## src/design/pmb_pkg.sv

```systemverilog
// Package of constants and types for the PHY management basic register bank
package pmb_pkg;

    // ****************************************************************
    // Register indices on the management interface
    // ****************************************************************
    localparam logic [4:0] REG_BASIC_CONTROL = 5'h00;
    localparam logic [4:0] REG_BASIC_STATUS = 5'h01;
    localparam logic [4:0] REG_PHY_IDENTIFIER_UPPER = 5'h02;
    localparam logic [4:0] REG_PHY_IDENTIFIER_LOWER = 5'h03;

    // Default management addresses, programmed by the host side
    localparam logic [4:0] PHY1_MGMT_ADDRESS_DEF = 5'h01;
    localparam logic [4:0] PHY2_MGMT_ADDRESS_DEF = 5'h02;

    // ****************************************************************
    // Basic control field positions
    // ****************************************************************
    localparam int CTL_LOOPBACK = 14;
    localparam int CTL_FORCE_100 = 13;
    localparam int CTL_AN_ENABLE = 12;
    localparam int CTL_POWER_DOWN = 11;
    localparam int CTL_RESTART_AN = 9;
    localparam int CTL_FORCE_FULL = 8;
    localparam int CTL_XOVER_VARIANT = 5;
    localparam int CTL_FORCE_MDI = 4;
    localparam int CTL_DISABLE_MDIX = 3;
    localparam int CTL_DISABLE_FEF = 2;
    localparam int CTL_DISABLE_TX = 1;
    localparam int CTL_DISABLE_LED = 0;

    // Writable bits; soft reset, isolate, collision test, reserved stay zero
    localparam logic [15:0] CTL_WR_MASK = 16'h7b3f;
    // Auto-negotiation enable and first crossover variant set after reset
    localparam logic [15:0] CTL_RESET_VAL = 16'h1020;

    // ****************************************************************
    // Basic status field positions
    // ****************************************************************
    localparam logic [15:0] STS_ABILITY_BITS = 16'h7800;
    localparam int STS_AN_COMPLETE = 5;
    localparam int STS_FAR_END_FAULT = 4;
    localparam int STS_AN_ABLE = 3;
    localparam int STS_LINK_UP = 2;

    // ****************************************************************
    // Management frame layout
    // ****************************************************************
    localparam logic [1:0] OP_READ = 2'b10;
    localparam logic [1:0] OP_WRITE = 2'b01;
    localparam logic [5:0] HDR_BITS = 6'h0c;
    localparam logic [5:0] TA_BITS = 6'h02;
    localparam logic [5:0] DATA_BITS = 6'h10;
    localparam int PREAMBLE_BITS_DEF = 32;
    localparam int NUM_PORTS = 2;

    // Frame receiver states
    typedef enum logic [2:0] {
        ST_PREAMBLE = 3'b000,
        ST_START = 3'b001,
        ST_HEADER = 3'b010,
        ST_TURNAROUND = 3'b011,
        ST_DATA = 3'b100
    } pmb_state_t;

endpackage : pmb_pkg

```

## src/design/pmb_register_bank.sv

```systemverilog
// Management register bank (control, status, identifier) for two PHY ports
`timescale 1ns/100ps
`default_nettype none

module pmb_register_bank #(
    parameter int PREAMBLE_BITS = pmb_pkg::PREAMBLE_BITS_DEF, // Ones needed before a start
    parameter logic [15:0] PHY_IDENTIFIER_UPPER = 16'h1234, // Arbitrary value
    parameter logic [15:0] PHY_IDENTIFIER_LOWER = 16'h5678 // Arbitrary value
) (
    input wire logic i_mclk, // System clock, 10 MHz
    input wire logic i_sys_rst, // Synchronous reset, active high
    input wire logic i_mdc, // Management clock pin
    input wire logic i_mdio_in, // Management data pin, input side
    output logic o_mdio_out, // Management data pin, output side
    output logic o_mdio_oe, // Management data drive enable, high drives
    input wire logic [4:0] i_phy1_mgmt_address, // Address of first PHY
    input wire logic [4:0] i_phy2_mgmt_address, // Address of second PHY
    input wire logic [pmb_pkg::NUM_PORTS-1:0] i_sw_ctl_we, // Switch-side control write
    input wire logic [15:0] i_sw_ctl_wdata, // Switch-side data, control layout
    input wire logic [pmb_pkg::NUM_PORTS-1:0] i_an_complete, // Auto-negotiation done
    input wire logic [pmb_pkg::NUM_PORTS-1:0] i_far_end_fault, // Far-end fault seen
    input wire logic [pmb_pkg::NUM_PORTS-1:0] i_link_up, // Link is up
    output logic [pmb_pkg::NUM_PORTS-1:0] o_far_end_loopback, // Loopback at this PHY
    output logic [pmb_pkg::NUM_PORTS-1:0] o_force_100, // Forced speed 100
    output logic [pmb_pkg::NUM_PORTS-1:0] o_an_enable, // Auto-negotiation on
    output logic [pmb_pkg::NUM_PORTS-1:0] o_power_down, // Port powered down
    output logic [pmb_pkg::NUM_PORTS-1:0] o_restart_an, // Restart pulse
    output logic [pmb_pkg::NUM_PORTS-1:0] o_force_full_duplex, // Forced full duplex
    output logic [pmb_pkg::NUM_PORTS-1:0] o_crossover_variant_select, // 1 first variant
    output logic [pmb_pkg::NUM_PORTS-1:0] o_force_mdi, // Straight-through forced
    output logic [pmb_pkg::NUM_PORTS-1:0] o_disable_mdix, // Crossover detect off
    output logic [pmb_pkg::NUM_PORTS-1:0] o_disable_far_end_fault, // Fault detect off
    output logic [pmb_pkg::NUM_PORTS-1:0] o_disable_transmit, // Transmitter off
    output logic [pmb_pkg::NUM_PORTS-1:0] o_disable_led // LED outputs off
);
    import pmb_pkg::*;

    // ****************************************************************
    // Elaboration checks
    // ****************************************************************
    // Preamble counter is six bits wide and saturates at the threshold
    generate
        if (PREAMBLE_BITS < 1 || PREAMBLE_BITS > 32) begin : g_bad_preamble
            $error("PREAMBLE_BITS must lie between 1 and 32");
        end
    endgenerate

    localparam logic [5:0] PRE_CNT = 6'(PREAMBLE_BITS);

    // ****************************************************************
    // Helper functions
    // ****************************************************************
    // Status word from live port state
    function automatic logic [15:0] build_status(input logic an_en, input logic an_done,
                                                 input logic fef, input logic link);
        logic [15:0] s;
        s = STS_ABILITY_BITS;
        s[STS_AN_COMPLETE] = an_done;
        s[STS_FAR_END_FAULT] = fef;
        s[STS_AN_ABLE] = an_en;
        s[STS_LINK_UP] = link;
        return s;
    endfunction : build_status

    // Read mux per register index; unmapped indices answer zero
    function automatic logic [15:0] read_word(input logic [4:0] idx, input logic [15:0] ctl,
                                              input logic [15:0] sts);
        logic [15:0] w;
        w = 16'h0000;
        case (idx)
            REG_BASIC_CONTROL: begin
                w = ctl & CTL_WR_MASK;
            end
            REG_BASIC_STATUS: begin
                w = sts;
            end
            REG_PHY_IDENTIFIER_UPPER: begin
                w = PHY_IDENTIFIER_UPPER;
            end
            REG_PHY_IDENTIFIER_LOWER: begin
                w = PHY_IDENTIFIER_LOWER;
            end
            default: begin
                w = 16'h0000;
            end
        endcase
        return w;
    endfunction : read_word

    // ****************************************************************
    // Pin synchronisers and clock edge detection
    // ****************************************************************
    logic mdc_s1_q;
    logic mdc_s2_q;
    logic mdc_s3_q;
    logic mdio_s1_q;
    logic mdio_s2_q;
    logic mdc_rise;

    // Two stages before any logic looks at the pins
    always_ff @(posedge i_mclk) begin
        if (i_sys_rst) begin
            mdc_s1_q <= 1'b0;
            mdc_s2_q <= 1'b0;
            mdc_s3_q <= 1'b0;
            mdio_s1_q <= 1'b1;
            mdio_s2_q <= 1'b1;
        end else begin
            mdc_s1_q <= i_mdc;
            mdc_s2_q <= mdc_s1_q;
            mdc_s3_q <= mdc_s2_q;
            mdio_s1_q <= i_mdio_in;
            mdio_s2_q <= mdio_s1_q;
        end
    end

    // Data and clock share the same delay, so sampling stays aligned
    assign mdc_rise = mdc_s2_q & ~mdc_s3_q;

    // ****************************************************************
    // Per-port control registers
    // ****************************************************************
    logic [15:0] ctl_word [NUM_PORTS];
    logic [15:0] sts_word [NUM_PORTS];
    logic [NUM_PORTS-1:0] mii_we;
    logic [15:0] mii_wdata;

    generate
        for (genvar p = 0; p < NUM_PORTS; p++) begin : g_port
            pmb_port_regs u_regs (
                .i_mclk(i_mclk),
                .i_sys_rst(i_sys_rst),
                .i_mii_we(mii_we[p]),
                .i_mii_wdata(mii_wdata),
                .i_sw_we(i_sw_ctl_we[p]),
                .i_sw_wdata(i_sw_ctl_wdata),
                .o_ctl_q(ctl_word[p])
            );

            // Switch-facing controls come straight from the stored word
            assign o_far_end_loopback[p] = ctl_word[p][CTL_LOOPBACK];
            assign o_force_100[p] = ctl_word[p][CTL_FORCE_100];
            assign o_an_enable[p] = ctl_word[p][CTL_AN_ENABLE];
            assign o_power_down[p] = ctl_word[p][CTL_POWER_DOWN];
            assign o_restart_an[p] = ctl_word[p][CTL_RESTART_AN];
            assign o_force_full_duplex[p] = ctl_word[p][CTL_FORCE_FULL];
            assign o_crossover_variant_select[p] = ctl_word[p][CTL_XOVER_VARIANT];
            assign o_force_mdi[p] = ctl_word[p][CTL_FORCE_MDI];
            assign o_disable_mdix[p] = ctl_word[p][CTL_DISABLE_MDIX];
            assign o_disable_far_end_fault[p] = ctl_word[p][CTL_DISABLE_FEF];
            assign o_disable_transmit[p] = ctl_word[p][CTL_DISABLE_TX];
            assign o_disable_led[p] = ctl_word[p][CTL_DISABLE_LED];

            // Status view tracks the switch-side inputs live
            assign sts_word[p] = build_status(ctl_word[p][CTL_AN_ENABLE], i_an_complete[p],
                                              i_far_end_fault[p], i_link_up[p]);
        end
    endgenerate

    // ****************************************************************
    // Frame receiver
    // ****************************************************************
    pmb_state_t state_q;
    logic [5:0] cnt_q;
    logic [11:0] hdr_q;
    logic [11:0] hdr_full;
    logic [15:0] sh_q;
    logic port_sel_q;
    logic rd_q;
    logic wr_q;
    logic addr_hit1;
    logic addr_hit2;
    logic [15:0] rd_word;

    // Header word complete with the bit on the pin now
    assign hdr_full = {hdr_q[10:0], mdio_s2_q};
    // Address compare against the relocatable PHY addresses
    assign addr_hit1 = (hdr_full[9:5] == i_phy1_mgmt_address);
    assign addr_hit2 = (hdr_full[9:5] == i_phy2_mgmt_address);
    // Word loaded for a read, selected by port and register index
    assign rd_word = read_word(hdr_q[4:0], ctl_word[port_sel_q], sts_word[port_sel_q]);

    // Sequencer advances only on a detected management clock rise
    always_ff @(posedge i_mclk) begin
        if (i_sys_rst) begin
            state_q <= ST_PREAMBLE;
            cnt_q <= 6'h00;
            hdr_q <= 12'h000;
            port_sel_q <= 1'b0;
            rd_q <= 1'b0;
            wr_q <= 1'b0;
        end else if (mdc_rise) begin
            case (state_q)
                ST_PREAMBLE: begin
                    if (mdio_s2_q) begin
                        if (cnt_q < PRE_CNT) begin
                            cnt_q <= cnt_q + 6'h01;
                        end
                    end else if (cnt_q >= PRE_CNT) begin
                        state_q <= ST_START;
                    end else begin
                        cnt_q <= 6'h00;
                    end
                end
                ST_START: begin
                    cnt_q <= 6'h00;
                    // A bad start pattern drops back to hunting for ones
                    state_q <= mdio_s2_q ? ST_HEADER : ST_PREAMBLE;
                end
                ST_HEADER: begin
                    hdr_q <= hdr_full;
                    if (cnt_q == HDR_BITS - 6'h01) begin
                        cnt_q <= 6'h00;
                        state_q <= ST_TURNAROUND;
                        port_sel_q <= ~addr_hit1 & addr_hit2;
                        rd_q <= (addr_hit1 | addr_hit2) & (hdr_full[11:10] == OP_READ);
                        wr_q <= (addr_hit1 | addr_hit2) & (hdr_full[11:10] == OP_WRITE);
                    end else begin
                        cnt_q <= cnt_q + 6'h01;
                    end
                end
                ST_TURNAROUND: begin
                    if (cnt_q == TA_BITS - 6'h01) begin
                        cnt_q <= 6'h00;
                        state_q <= ST_DATA;
                    end else begin
                        cnt_q <= cnt_q + 6'h01;
                    end
                end
                ST_DATA: begin
                    if (cnt_q == DATA_BITS - 6'h01) begin
                        cnt_q <= 6'h00;
                        state_q <= ST_PREAMBLE;
                        rd_q <= 1'b0;
                        wr_q <= 1'b0;
                    end else begin
                        cnt_q <= cnt_q + 6'h01;
                    end
                end
                default: begin
                    cnt_q <= 6'h00;
                    state_q <= ST_PREAMBLE;
                end
            endcase
        end
    end

    // ****************************************************************
    // Data shifter and pin driver
    // ****************************************************************
    // One register serves both directions: reads shift out of the top,
    // writes shift in at the bottom; our own driven bits are harmless
    always_ff @(posedge i_mclk) begin
        if (i_sys_rst) begin
            sh_q <= 16'h0000;
            o_mdio_out <= 1'b1;
            o_mdio_oe <= 1'b0;
        end else if (mdc_rise) begin
            if (state_q == ST_TURNAROUND && cnt_q == 6'h00) begin
                // Station owns the first turnaround bit; drive zero in the second
                sh_q <= rd_word;
                o_mdio_oe <= rd_q;
                o_mdio_out <= 1'b0;
            end else if (state_q == ST_TURNAROUND || state_q == ST_DATA) begin
                sh_q <= {sh_q[14:0], mdio_s2_q};
                o_mdio_out <= sh_q[15];
                if (state_q == ST_DATA && cnt_q == DATA_BITS - 6'h01) begin
                    // Last bit already sampled by the station; let go
                    o_mdio_oe <= 1'b0;
                    o_mdio_out <= 1'b1;
                end
            end
        end
    end

    // ****************************************************************
    // Write commit
    // ****************************************************************
    // Pulse once the sixteenth data bit is in; late change costs nothing
    always_ff @(posedge i_mclk) begin
        if (i_sys_rst) begin
            mii_we <= '0;
            mii_wdata <= 16'h0000;
        end else begin
            mii_we <= '0;
            // Only the control index holds writable bits; other indices are read-only
            if (mdc_rise && state_q == ST_DATA && cnt_q == DATA_BITS - 6'h01 && wr_q
                && hdr_q[4:0] == REG_BASIC_CONTROL) begin
                mii_we[port_sel_q] <= 1'b1;
                mii_wdata <= {sh_q[14:0], mdio_s2_q};
            end
        end
    end

endmodule : pmb_register_bank
`default_nettype wire

```

## src/design/pmb_port_regs.sv

```systemverilog
// Per-port basic control register shared with the switch-side shadow bits
`timescale 1ns/100ps
`default_nettype none

module pmb_port_regs (
    input wire logic i_mclk, // System clock
    input wire logic i_sys_rst, // Synchronous reset, active high
    input wire logic i_mii_we, // Write pulse from management frame
    input wire logic [15:0] i_mii_wdata, // Management write data
    input wire logic i_sw_we, // Write pulse from switch-side register
    input wire logic [15:0] i_sw_wdata, // Switch-side data, control layout
    output logic [15:0] o_ctl_q // Current control word
);
    import pmb_pkg::*;

    logic [15:0] ctl_q;
    logic [15:0] ctl_d;

    // ****************************************************************
    // Next value
    // ****************************************************************
    // Management write beats a same-cycle switch write; restart self-clears
    always_comb begin
        ctl_d = ctl_q;
        ctl_d[CTL_RESTART_AN] = 1'b0;
        if (i_mii_we) begin
            ctl_d = i_mii_wdata & CTL_WR_MASK;
        end else if (i_sw_we) begin
            ctl_d = i_sw_wdata & CTL_WR_MASK;
        end
    end

    // Storage with documented reset values
    always_ff @(posedge i_mclk) begin
        if (i_sys_rst) begin
            ctl_q <= CTL_RESET_VAL;
        end else begin
            ctl_q <= ctl_d;
        end
    end

    assign o_ctl_q = ctl_q;

endmodule : pmb_port_regs
`default_nettype wire

```

## config.mk

```make
export PLATFORM = sky130hd
export DESIGN_NAME = pmb_register_bank
export DESIGN_NICKNAME = d
export VERILOG_FILES = /design/src/design/pmb_pkg.sv /design/src/design/pmb_register_bank.sv /design/src/design/pmb_port_regs.sv
export SDC_FILE = /design/constraint.sdc
export NUM_CORES = 1
export LEC_CHECK = 0
export BUFFER_PORTS_ARGS = -buffer_cell sky130_fd_sc_hd__buf_2
export CAP_MARGIN = 40
export CORE_MARGIN = 5
export CORE_UTILIZATION = 35
export CTS_BUF_LIST = sky130_fd_sc_hd__clkbuf_8
export CTS_CLUSTER_SIZE = 25
export DETAILED_ROUTE_END_ITERATION = 8
export SYNTH_ARGS = -nofsm -noshare
export SYNTH_HDL_FRONTEND = slang
export SYNTH_SLANG_ARGS = --single-unit
```

## constraint.sdc

```tcl
create_clock -name i_mclk -period 1.55 [get_ports i_mclk]
set_input_delay 0.31 -clock i_mclk [delete_from_list [all_inputs] [get_ports i_mclk]]
set_output_delay 0.31 -clock i_mclk [all_outputs]
set_load 0.02 [all_outputs]
```

Word-level counts from Yosys, hierarchy flattened:

Index checks and enable logic that the tools add are counted.

* add/subtract/negate cells: 1
* $lt $le $gt $ge: 5
* eq/ne operators: 21
* mux-type cells: 40
* bitwise logic cells: 9
* reductions and logical operators: 24

Operators by type and width (count)
* 15-bit 2-to-1 mux: 7
* 16-bit 2-to-1 mux: 4
* 16-bit case mux with 4 select lines: 1
* 6-bit 2-to-1 mux: 7
* 6-bit case mux with 4 select lines: 1
* 3-bit 2-to-1 mux: 5
* 3-bit case mux with 5 select lines: 1
* 6-bit by 4-bit == test with 1-bit output, second input constant: 2
* 5-bit by 2-bit == test with 1-bit output, second input constant: 2
* 5-bit == test: 2
* 1-bit 2-to-1 mux: 10
* 2-bit nonzero test: 5
* 3-bit AND reduction: 3
* 2-bit != test, second input constant: 4
* 1-bit logical AND: 7
* 6-bit by 1-bit adder with 6-bit output, second input constant: 1
* 3-bit by 2-bit == test with 1-bit output, second input constant: 2
* 6-bit by 1-bit == test with 1-bit output, second input constant: 1
* 6-bit greater-or-equal comparator, second input constant: 1
* 6-bit zero test: 1
* 6-bit < comparator, second input constant: 1
* 3-bit != test, second input constant: 2
* 6-bit AND reduction: 1
* 5-bit by 1-bit == test with 1-bit output, second input constant: 1
* 21 further kinds: 28

* register bits after elaboration: 87
* output and inout port bits: 26
* word-level logic and storage cells: 120

Depth between registers and ports, before layout:

Gate-level depths: netlist of run 1.

* depth after elaboration: 8
* gate-level depth with buffers: 7
* gate-level depth less buffers: 6

By module:

A second synthesis of run 1 with hierarchy kept.

* cells, all modules: 467
* area, all modules: 4241.6 um^2

Modules (own cells, without submodules)
* pmb_register_bank: times used 1, cells an instance 351, area an instance 3088.0 um^2, seq. area each 1281.2 um^2
* pmb_port_regs: times used 2, cells an instance 58, area an instance 576.8 um^2, seq. area each 240.2 um^2

Least setup slack after synthesis of run 1:

OpenSTA, ideal clock, no wires.

* path type: register to register
* from: reg cnt_q[0]
* to: reg mii_wdata[11]
* setup time: 132 ps
* data arrival time: 1569 ps
* data required time: 1418 ps
* setup slack: -151 ps
* cell stages (with the launch flop): 8
* buffers on the path: 2
* period minus slack after synthesis: 1701 ps
* cells stage by stage: dfxtp_1 ha_1 clkbuf_1 nor3b_1 nand3_1 clkbuf_1 o21ai_0 a21oi_1

* longest elaborated chain between the ends: 4

RTL lines
* start, declared: RTL line pmb_register_bank.sv:164 `logic [5:0] cnt_q;`
* start signal, assigned: RTL line pmb_register_bank.sv:197 `cnt_q <= cnt_q + 6'h01;`
* start signal, assigned: RTL line pmb_register_bank.sv:219 `cnt_q <= cnt_q + 6'h01;`
* start signal, assigned: RTL line pmb_register_bank.sv:227 `cnt_q <= cnt_q + 6'h01;`
* 6-bit by 4-bit == test with 1-bit output: RTL line pmb_register_bank.sv:287 `if (mdc_rise && state_q == ST_DATA && cnt_q == DATA_BITS - 6'h01 && wr_q`
* 1-bit logical AND (2 in series): RTL line pmb_register_bank.sv:287
* 1-bit logical AND: RTL line pmb_register_bank.sv:288 `&& hdr_q[4:0] == REG_BASIC_CONTROL) begin`
* end signal, assigned: RTL line pmb_register_bank.sv:290 `mii_wdata <= {sh_q[14:0], mdio_s2_q};`
* end, declared: RTL line pmb_register_bank.sv:126 `logic [15:0] mii_wdata;`

Every way passes these cells.
A chain may end at the register's enable or synchronous reset.

Worst setup path after layout of run 1:

* from: reg state_q[1]
* to: reg cnt_q[2]

* longest elaborated chain between the ends: 3

RTL lines
* start, declared: RTL line pmb_register_bank.sv:163 `pmb_state_t state_q;`
* start signal, assigned: RTL line pmb_register_bank.sv:208 `state_q <= mdio_s2_q ? ST_HEADER : ST_PREAMBLE;`
* 3-bit zero test: RTL line pmb_register_bank.sv:193 `case (state_q)`
* 3-bit != test (no source line)
* 3-bit AND reduction (no source line)

Several ways; a longest one is shown, not always the timed one.

==> flow_metrics.py, run 1 <==
metrics = {
    "power": {
        "leakage_nw": 2.318,
        "p_seq_share_pct": 52.1,
        "pwr-share-comb_pct": 9.2,
        "netSwitchingFraction_pct": 26.10,
        "pwr-share-clk_pct": 38.7,
        "power_density_nw_per_um2": 750.3,
        "peakVddDrop_v": 0.0004385,
        "internal_power_w": 0.003164,
        "p_sw_w": 0.001117,
    },
    "clock_network": {
        "clockRootBuffer": "clkbuf_8",
        "clk_pin_slew_worst_paths_ps": 90,
        "cts_tree": "built",
        "cts_buffers": 9,
        "cts_sinks": 84,
        "hold_buffers": 0,
        "clkLatencyLatePin_ps": 370,
        "htreeDepth": 3,
        "clockBufferDepth": 2,
    },
    "sta": {
        "finalSetupTns_ps": -1124,
        "tightest_slew_ps": 525.7,
        "min_period_ps": 1647,
        "rsz0062_at_grt": "true",
        "finalClockSkew_ps": 6.551,
        "final-setup-viol-count": 24,
        "slew_headroom_pct": 64.96,
        "drv_slew": 0,
        "holdWs_ps": 115.2,
        "hold_viol_final": 0,
        "min_period_over_period_pct": 106.2,
        "finalWorstSetupSlack_ps": -96.56,
        "clock.fmax_mhz": 607.3,
    },
    "setup_path": {
        "max_stage_delay_ps": 380,
        "cp_max_fo": 5,
        "r2r_cells": 7,
        "start_kind": "register",
        "slowest_stage": "dfxtp_4",
        "reg2reg_from": "state_q[1]$_SDFFE_PP0P_",
        "endpoint_kind": "register",
        "worstPathArrival_ps": 1910,
        "path_common_cell": "buf_6",
        "worstReg2RegEnd": "cnt_q[2]$_SDFFE_PP0P_",
        "worst-setup-path-type": "reg2reg",
        "cp_cell_sequence": "buf_6 > buf_6 > buf_4 > mux2_4 > o211ai_1 > a32oi_1 > a311oi_1",
        "worstPathRequired_ps": 1820,
        "ff2ff_setup_slack_ps": -100,
    },
    "global_route": {
        "grt-ovfl-total": 0,
        "grt_usage_pct": 16.50,
        "grt_max_degree": 49,
        "grt_pass1_wl_microns": 19120,
        "antenna_found_initial": 1,
        "first_global_vias": 3891,
    },
    "yosys": {
        "ys_ff_latch": 84,
        "ys_warn_count": 0,
        "synth_compound_area_share_pct": 13.92,
        "ys_seq_area_share_pct": 40.67,
        "async_reset_ff_share_pct": 0,
        "yosys-top-cells-area": "dfxtp_1, mux2i_1, nor2_1",
        "synth_area_sq_um": 4135,
        "synthSimpleGateAreaFrac_pct": 23.09,
        "synth_top_family_by_area": "simple AND/OR/NAND/NOR gates",
        "synth_nets": 524,
        "synthFlopType": "dfxtp_1",
        "synth_xor_area_share_pct": 2.965,
        "ys_types": 59,
        "synth_top_area_share_pct": 40.67,
        "synth_edf_count": 0,
        "synthCells": 483,
        "synth_mux_area_share_pct": 14.04,
        "syn-mean-instance-area_sq_um": 8.562,
        "synth_fa_ha_area_share_pct": 0.9077,
        "yosys.area.top_type": "dfxtp_1",
    },
    "floorplan": {
        "fp.dieH_microns": 118.7,
        "core_sq_um": 11520,
        "die_x_microns": 118.7,
        "initial_core_util_pct": 35.91,
        "fp.dieArea_sq_um": 14090,
        "row_count": 39,
        "ios": 64,
    },
    "run_status": {
        "status": "complete, but fails checks",
        "violations": "negative setup slack",
    },
    "layout": {
        "nFillCells": 1094,
        "finalNetCount": 634,
        "syn2layout_area_growth_pct": 37.97,
        "diodes": 0,
        "drive_gt1_share_pct": 38.63,
    },
    "detailed_routing": {
        "drtIter0Drc": 202,
        "ant_nets": 0,
        "dr.pass1.iters": 4,
        "routedWlPerCell_microns": 16.07,
        "vias": 3965,
        "drc_errors": 0,
        "drt-total-wl_microns": 11910,
        "avgViaCountPerCell": 5.351,
    },
    "place": {
        "dp_hpwl_microns": 8177,
        "gp_congestion": 0.8476,
        "io_buffers": 59,
    },
    "min_path": {
        "holdPathStages": 2,
        "hold-path-endpoint": "mdio_s1_q$_SDFF_PP1_",
        "hp-class": "in2reg",
        "hold_start": "i_mdio_in",
    },
    "flow_run": {
        "drv_cap": 0,
    },
}
registers in the layout, summed over array words and instances, names as in the netlist:
| register | flops |
|---|---|
| cnt_q | 6 |
| g_port.u_regs.o_ctl_q | 24 |
| hdr_q | 11 |
| mdc_s1_q | 1 |
| mdc_s2_q | 1 |
| mdc_s3_q | 1 |
| mdio_s1_q | 1 |
| mdio_s2_q | 1 |
| mii_wdata | 12 |
| mii_we | 2 |
| o_mdio_oe | 1 |
| o_mdio_out | 1 |
| port_sel_q | 1 |
| rd_q | 1 |
| sh_q | 16 |
| state_q | 3 |
| wr_q | 1 |
how the worst max path moves through the flow:
stage	startpoint	to	slack (ps)	cells past startpoint
after detailed placement	state_q[0]$_SDFFE_PP0P_	wr_q$_SDFFE_PP0P_	-180	4
after global routing	cnt_q[2]$_SDFFE_PP0P_	sh_q[5]$_SDFFE_PP0P_	-140	5
final	state_q[1]$_SDFFE_PP0P_	cnt_q[2]$_SDFFE_PP0P_	-100	7
after global placement	state_q[0]$_SDFFE_PP0P_	cnt_q[2]$_SDFFE_PP0P_	-150	5
after floorplan	state_q[2]$_SDFFE_PP0P_	state_q[2]$_SDFFE_PP0P_	-3	5
after CTS	state_q[1]$_SDFFE_PP0P_	mii_wdata[0]$_SDFFE_PP0P_	-40	5
cell type report:
cell class / instances / area (sq um) / share of cell area, %
multi-input combinational: 356 / 2575 / 45.13
clock inverter: 6 / 71.32 / 1.250
timing repair buffer: 135 / 1008 / 17.68
inverter: 7 / 26.28 / 0.4605
clock buffer: 10 / 137.6 / 2.412
sequential: 84 / 1708 / 29.93
tap: 143 / 178.9 / 3.136
cell usage in the layout (no fill, tap or decap), types with 3 or more instances in the layout:
cell,instances
dfxtp_1,73
buf_2,59
nand2_1,25
buf_4,57
nor2_1,61
o21ai_0,12
inv_1,5
o21ai_1,9
xor2_1,9
dfxtp_4,5
xnor2_1,5
buf_12,5
nor3_2,4
or2_2,3
a31oi_1,12
o21ai_2,5
mux2i_1,40
nor2b_1,8
nand3_1,29
dfxtp_2,6
nor4_1,5
nor3_1,7
nand4_1,7
a211oi_2,4
buf_6,12
mux2_2,10
nor3b_4,3
nand3_2,6
a21oi_2,5
a21oi_1,35
clkbuf_8,10
metrics by stage:
| stage | power [W] | instances | worst slack (ps) | area [sq um] | util [%] |
|---|---|---|---|---|---|
| after floorplan | 0.002511 | 483 | -2.898 | 4193 | - |
| after global placement | 0.002650 | 710 | -153.7 | 4992 | 43.35 |
| after detailed placement | 0.002660 | 710 | -182.2 | 4992 | 43.35 |
| after CTS | 0.004304 | 735 | -41.72 | 5391 | 46.82 |
| after global routing | 0.004458 | 741 | -143.7 | 5705 | 49.54 |
| final | 0.004281 | 741 | -96.56 | 5705 | 49.54 |
per-layer routing:
metal | track usage (%) | vias to the layer above | share of wire, % | wire length, microns
met5 | 0 | - | 0.092 | 11
met4 | 5.214 | 2 | 2.2 | 267
met3 | 3.916 | 29 | 4.6 | 542
met2 | 27.67 | 83 | 48 | 5717
met1 | 20.99 | 1899 | 45 | 5371
li1 | - | 1952 | - | -
critical path: cells and delay by family (launching register included):
family                 cells  cell delay [ps]
AO/OA/AOI/OAI              3              500
multiplexers               1              300
flip-flops                 1              380
buffers and inverters      3              370
power groups by stage:
stage                     sequential [W]  combinational, W  clock [W]
after floorplan                  0.00232          0.000188          0
after global placement           0.00228          0.000369          0
after detailed placement         0.00229          0.000375          0
after CTS                        0.00223          0.000384    0.00169
after global routing             0.00224          0.000432    0.00179
final                            0.00223          0.000394    0.00166
cell families after synthesis:
family / count (synthesis)
and+or+nand+nor: 187
AOI/OAI and AO/OA: 98
DFF: 84
muxes: 54
buffers and inverters: 43
xor gates and xnor gates: 14
adders and majority gates: 3
cells in the mapped netlist, drive strengths merged, types with 3 or more instances:
cell type,n
dfxtp,84
nor2,61
a21oi,41
mux2i,40
nand3,36
nand2,26
o21ai,26
clkbuf,21
buf,15
nor3,13
a31oi,12
mux2,12
nor2b,9
xor2,9
nand4,7
inv,6
nor4,6
a211oi,5
xnor2,5
nor3b,4
and2,3
ha,3
nand2b,3
or2,3
timing repair:
action	4_1_cts	5_1_grt
pin swaps	16	19
cloned	1	2
gates resized for setup	40	55
setup endpoints to repair	55	55
buffers inserted	8	4
Power figures use the tool's default switching activity.
==> run 2: changes to the inputs <==
--- a/config.mk
+++ b/config.mk
@@ -12,6 +12,7 @@
 export CTS_BUF_LIST = sky130_fd_sc_hd__clkbuf_8
 export CTS_CLUSTER_SIZE = 25
 export DETAILED_ROUTE_END_ITERATION = 8
+export RECOVER_POWER = 25
 export SYNTH_ARGS = -nofsm -noshare
 export SYNTH_HDL_FRONTEND = slang
 export SYNTH_SLANG_ARGS = --single-unit
==> constraint.sdc (replaced) <==
create_clock -name i_mclk -period 1.55 [get_ports i_mclk]
set_input_delay 0.0775 -clock i_mclk [delete_from_list [all_inputs] [get_ports i_mclk]]
set_output_delay 0.0775 -clock i_mclk [all_outputs]
set_load 0.02 [all_outputs]
==> run 2 against run 1 <==
Compared with the run above: the run still ends with negative setup slack left; fmax is 5.4% higher; non-clock buffer count is 15 lower; sequential share of layout area is 1.2 points higher; cell count is 2.2% lower; wire length is 1.6% lower; sequential cell count stayed put; largest power group unchanged; highest routed layer is now met4.
==> flow_metrics.py, run 2 (same netlist as run 1, synthesis figures left out) <==
metrics = {
    "min_path": {
        "hp-class": "in2reg",
    },
    "sta": {
        "hold_viol_final": 0,
        "final-setup-viol-count": 7,
        "slew_headroom_pct": 68.18,
        "clock.fmax_mhz": 640.2,
        "min_period_ps": 1562,
        "min_period_over_period_pct": 100.8,
        "rsz0062_at_grt": "true",
        "drv_slew": 0,
        "finalClockSkew_ps": 8.330,
        "tightest_slew_ps": 477.3,
        "finalWorstSetupSlack_ps": -12.10,
    },
    "clock_network": {
        "clockRootBuffer": "clkbuf_8",
        "cts_tree": "built",
        "clk_pin_slew_worst_paths_ps": 80,
        "clkLatencyLatePin_ps": 360,
        "cts_sinks": 84,
        "htreeDepth": 3,
        "cts_buffers": 9,
        "clockBufferDepth": 2,
    },
    "detailed_routing": {
        "maxUsedRoutingLayer": "met4",
        "route.layer.met1.wl_microns": 5246,
        "routedWlPerCell_microns": 16.16,
        "drc_errors": 0,
        "ant_nets": 0,
        "avgViaCountPerCell": 5.341,
        "vias": 3872,
        "wl_met3_microns": 610,
        "dr.pass1.iters": 4,
        "drtIter0Drc": 226,
        "dr_wl_met2_microns": 5763,
        "drt-total-wl_microns": 11720,
    },
    "floorplan": {
        "ios": 64,
        "initial_core_util_pct": 35.91,
        "core_sq_um": 11520,
        "fp.dieH_microns": 118.7,
        "row_count": 39,
        "die_x_microns": 118.7,
        "fp.dieArea_sq_um": 14090,
    },
    "setup_path": {
        "reg2reg_from": "cnt_q[2]$_SDFFE_PP0P_",
        "start_kind": "register",
        "cp_cell_sequence": "or4_4 > nor4_4 > buf_6 > o21ai_1 > a31oi_1",
        "slowest_stage": "or4_4",
        "worstPathRequired_ps": 1840,
        "endpoint": "sh_q[14]$_SDFFE_PP0P_",
        "crit_start": "cnt_q[2]$_SDFFE_PP0P_",
        "r2r_cells": 5,
        "worstReg2RegEnd": "sh_q[14]$_SDFFE_PP0P_",
        "cp_max_fo": 6,
        "max_stage_delay_ps": 590,
        "ff2ff_setup_slack_ps": -10,
        "endpoint_kind": "register",
        "worstPathArrival_ps": 1850,
        "worst-setup-path-type": "reg2reg",
    },
    "global_route": {
        "grt_max_degree": 78,
        "first_global_vias": 3767,
        "grt-ovfl-total": 0,
        "grt_pass1_wl_microns": 18680,
        "grt_usage_pct": 15.97,
        "antenna_found_initial": 0,
    },
    "run_status": {
        "violations": "negative setup slack",
        "status": "complete, but fails checks",
    },
    "layout": {
        "instances_no_fill": 725,
        "finalNetCount": 619,
        "seqCellArea_sq_um": 1707,
        "drive_gt1_share_pct": 33.51,
        "final_common_cell": "dfxtp_1",
        "multi_input_area_sq_um": 2535,
        "diodes": 0,
        "nFillCells": 1107,
        "syn2layout_area_growth_pct": 32.65,
        "largest_reg_flops": 24,
        "mostFrequentLayoutCells": "dfxtp_1, nor2_1, buf_2",
    },
    "place": {
        "gp_congestion": 0.8627,
        "dp_hpwl_microns": 8176,
        "io_buffers": 59,
        "dp.cells": 703,
        "pre_cts_ws_ps": -210.6,
    },
    "power": {
        "p_sw_w": 0.001049,
        "peakVddDrop_v": 0.0006083,
        "pwr-share-clk_pct": 38.0,
        "p_seq_share_pct": 52.6,
        "leakage_nw": 2.171,
        "netSwitchingFraction_pct": 24.78,
        "power_w": 0.004233,
        "power_density_nw_per_um2": 771.8,
        "pwr-share-comb_pct": 9.4,
        "internal_power_w": 0.003184,
    },
    "flow_run": {
        "drv_cap": 0,
    },
}
run 2: critical path, delay by kind of cell (launching register included):
family | cells | cell delay, ps
and+or+nand+nor | 2 | 790
DFF | 1 | 340
AOI/OAI and AO/OA | 2 | 200
buffers and inverters | 1 | 170
run 2: routing by layer:
metal,global-route usage [%],up-vias
li1,-,1914
met1,20.84,1852
met2,26.50,100
met3,3.677,6
met4,4.490,0
met5,0,-
run 2: what timing repair did:
item / 4_1_cts / 5_1_grt
setup buffers: 2 / 2
hold endpoints to repair: 2 / 0
pin swaps: 2 / 6
gates cloned: 1 / 0
setup endpoints to repair: 55 / 54
hold buffers: 2 / 0
gates resized for setup: 33 / 44
run 2: worst min-delay path by stage:
stage | start | endpoint | slack [ps] | cells after the start
final | i_sw_ctl_wdata[5] | g_port[1].u_regs.o_ctl_q[5]$_SDFFE_PP1P_ | 90 | 4
after global routing | i_sw_ctl_wdata[12] | g_port[0].u_regs.o_ctl_q[12]$_SDFFE_PP1P_ | 90 | 4
after CTS | i_sw_ctl_wdata[12] | g_port[0].u_regs.o_ctl_q[12]$_SDFFE_PP1P_ | 70 | 4
after detailed placement | i_mdio_in | mdio_s1_q$_SDFF_PP1_ | 260 | 2
after global placement | i_mdio_in | mdio_s1_q$_SDFF_PP1_ | 270 | 2
after floorplan | i_mdio_in | mdio_s1_q$_SDFF_PP1_ | 180 | 1
run 2: per-stage QoR:
| stage | hold slack [ps] | instance area [sq um] | TNS [ps] | utilization, % |
|---|---|---|---|---|
| 4_1_cts | 73.77 | 5324 | -62.37 | 46.23 |
| 6_report | 87.17 | 5485 | -53.68 | 47.63 |
| 3_5_place_dp | 264.1 | 4952 | -5869 | 43.00 |
| 5_1_grt | 88.18 | 5485 | -1700 | 47.63 |
| 2_1_floorplan | 181.3 | 4193 | -2.898 | - |
| 3_3_place_gp | 266.0 | 4952 | -2981 | 43.00 |
run 2: layout make-up:
class / count / area share (%)
clock buffers: 11 / 2.760
repair buffers: 120 / 15.19
clock inverters: 4 / 0.8896
flip-flops and latches: 84 / 31.11
inverters: 7 / 0.5703
well taps: 143 / 3.262
multi-input cells: 356 / 46.21
run 2: power groups by stage:
stage | clock network (W) | logic [W] | registers (W)
detailed placement | 0 | 0.000379 | 0.00228
finish | 0.00161 | 0.000396 | 0.00223
global placement | 0 | 0.000371 | 0.00228
global route | 0.00173 | 0.000433 | 0.00223
floorplan | 0 | 0.000188 | 0.00232
CTS | 0.00163 | 0.000393 | 0.00223
==> run 3: changes to the inputs <==
--- a/config.mk
+++ b/config.mk
@@ -13,6 +13,7 @@
 export CTS_CLUSTER_SIZE = 25
 export DETAILED_ROUTE_END_ITERATION = 8
 export RECOVER_POWER = 25
+export SETUP_SLACK_MARGIN = 0.3
 export SYNTH_ARGS = -nofsm -noshare
 export SYNTH_HDL_FRONTEND = slang
 export SYNTH_SLANG_ARGS = --single-unit
==> run 3 against run 2 <==
Compared with the run above: the flow still finishes with violations (negative setup slack); clock power is 11% lower; fmax is 3.0% lower; hold slack worse by 21 ps; sequential share of layout area is 1.6 points lower; non-clock buffer count is 11 higher; critical path type unchanged; clock-buffer cell count is 2 lower.
==> flow_metrics.py, run 3 (same netlist as run 1, synthesis figures left out) <==
metrics = {
    "global_route": {
        "grt-ovfl-total": 0,
        "antenna_found_initial": 0,
        "grt_pass1_wl_microns": 19860,
        "grt_max_degree": 48,
        "first_global_vias": 4005,
        "grt_usage_pct": 17.14,
    },
    "sta": {
        "slew_headroom_pct": 64.82,
        "min_period_ps": 1611,
        "finalWorstSetupSlack_ps": -61.08,
        "finalClockSkew_ps": 8.765,
        "tightest_slew_ps": 527.7,
        "final-setup-viol-count": 23,
        "finalSetupTns_ps": -572.2,
        "clock.fmax_mhz": 620.7,
        "hold_viol_final": 0,
        "min_period_over_period_pct": 103.9,
        "drv_slew": 0,
        "rsz0062_at_grt": "true",
    },
    "power": {
        "peakVddDrop_v": 0.0005453,
        "leakage_nw": 2.318,
        "power_density_nw_per_um2": 702.3,
    },
    "layout": {
        "finalNetCount": 630,
        "syn2layout_area_growth_pct": 40.12,
        "fin_area_sq_um": 5794,
        "largest_reg_flops": 24,
        "instances_no_fill": 737,
        "final_core_util_pct": 50.32,
        "final_common_cell": "dfxtp_1",
        "mostFrequentLayoutCells": "dfxtp_1, nor2_1, buf_2",
        "diodes": 0,
        "drive_gt1_share_pct": 40.74,
    },
    "floorplan": {
        "fp.dieArea_sq_um": 14090,
        "core_sq_um": 11520,
        "fp.dieH_microns": 118.7,
        "row_count": 39,
        "ios": 64,
        "initial_core_util_pct": 35.91,
        "die_x_microns": 118.7,
    },
    "setup_path": {
        "start_kind": "register",
        "worst-setup-path-type": "reg2reg",
        "worstPathRequired_ps": 1850,
        "endpoint_kind": "register",
        "worstPathArrival_ps": 1910,
        "cp_max_fo": 7,
    },
    "clock_network": {
        "cts_tree": "built",
        "clkLatencyLatePin_ps": 370,
        "htreeDepth": 3,
        "clockBufferDepth": 2,
        "clockRootBuffer": "clkbuf_8",
        "clk_pin_slew_worst_paths_ps": 90,
        "cts_buffers": 9,
        "cts_sinks": 84,
    },
    "detailed_routing": {
        "avgViaCountPerCell": 5.449,
        "routedWlPerCell_microns": 16.58,
        "drtIter0Drc": 236,
        "vias": 4016,
        "drt-total-wl_microns": 12220,
        "drc_errors": 0,
        "ant_nets": 0,
        "dr.pass1.iters": 5,
    },
    "place": {
        "dp_hpwl_microns": 8351,
        "gp_congestion": 0.8433,
        "place_area_sq_um": 5032,
        "io_buffers": 59,
        "dp.cells": 704,
    },
    "min_path": {
        "hp-class": "in2reg",
    },
    "run_status": {
        "violations": "negative setup slack",
        "status": "complete, but fails checks",
    },
    "flow_run": {
        "drv_cap": 0,
    },
}
run 3: cell types whose count changed in the layout (fill, tap and decap cells not counted), moves of 4 or more:
cell and change:
nand3_2 +6, buf_2 +7, o21ai_2 +8, buf_6 +8
o21ai_0 -10, nor3_1 -4, clkbuf_1 -7, nand3_1 -6
run 3: layout make-up:
type,instances,area [sq um]
clock buffer,9,123.9
clock inverter,7,51.30
fill,1067,5722
inverter,7,28.78
multi-input combinational,356,2723
sequential,84,1709
tap,143,178.9
timing repair buffer,131,979.7
run 3: per-stage QoR:
step / setup slack, ps / power, W / hold WS (ps)
2_1_floorplan: 26.62 / 0.002513 / 181.3
3_3_place_gp: -39.20 / 0.002654 / 265.8
3_5_place_dp: -122.2 / 0.002665 / 264.0
4_1_cts: -9.573 / 0.004109 / 50.95
5_1_grt: -114.3 / 0.004266 / 72.06
6_report: -61.08 / 0.004070 / 65.75
run 3: per-layer routing:
layer | wire length (microns) | GRT usage (%)
met4 | 192 | 5.720
met5 | 0 | 0
met2 | 6089 | 28.63
met1 | 5330 | 21.68
met3 | 608 | 4.202
run 3: worst paths after layout:
path                            slack (ps)                                         to  depth (start not counted)             startpoint
worst min register to register         420                       mdio_s2_q$_SDFF_PP1_                          1   mdio_s1_q$_SDFF_PP1_
worst max-delay path                   -60                       sh_q[6]$_SDFFE_PP0P_                          6  cnt_q[5]$_SDFFE_PP0P_
worst min-delay path                    70  g_port[1].u_regs.o_ctl_q[12]$_SDFFE_PP1P_                          4     i_sw_ctl_wdata[12]
worst max register to register         -60                       sh_q[6]$_SDFFE_PP0P_                          6  cnt_q[5]$_SDFFE_PP0P_
run 3: where the power goes:
group / leakage (nW) / internal (W) / total (W) / switching (W)
clock network: 0.0856 / 0.000586 / 0.00143 / 0.000848
registers: 0.690 / 0.00219 / 0.00223 / 0.0000325
logic: 1.54 / 0.000178 / 0.000410 / 0.000233
run 3: timing repair:
item / 4_1_cts / 5_1_grt
pin swaps: 12 / 20
endpoints found under the setup margin: 55 / 55
setup buffers: 8 / 4
hold buffers: 3 / 0
endpoints found under the hold margin: 3 / 0
resized for setup: 63 / 42
gates cloned: 1 / 1
run 3: critical path: stages (launching register included):
cell and delay (ps):
dfxtp_4 380, buf_12 130, or4_4 470, nor4_4 180
buf_6 180, nand3_2 80, a31oi_1 140
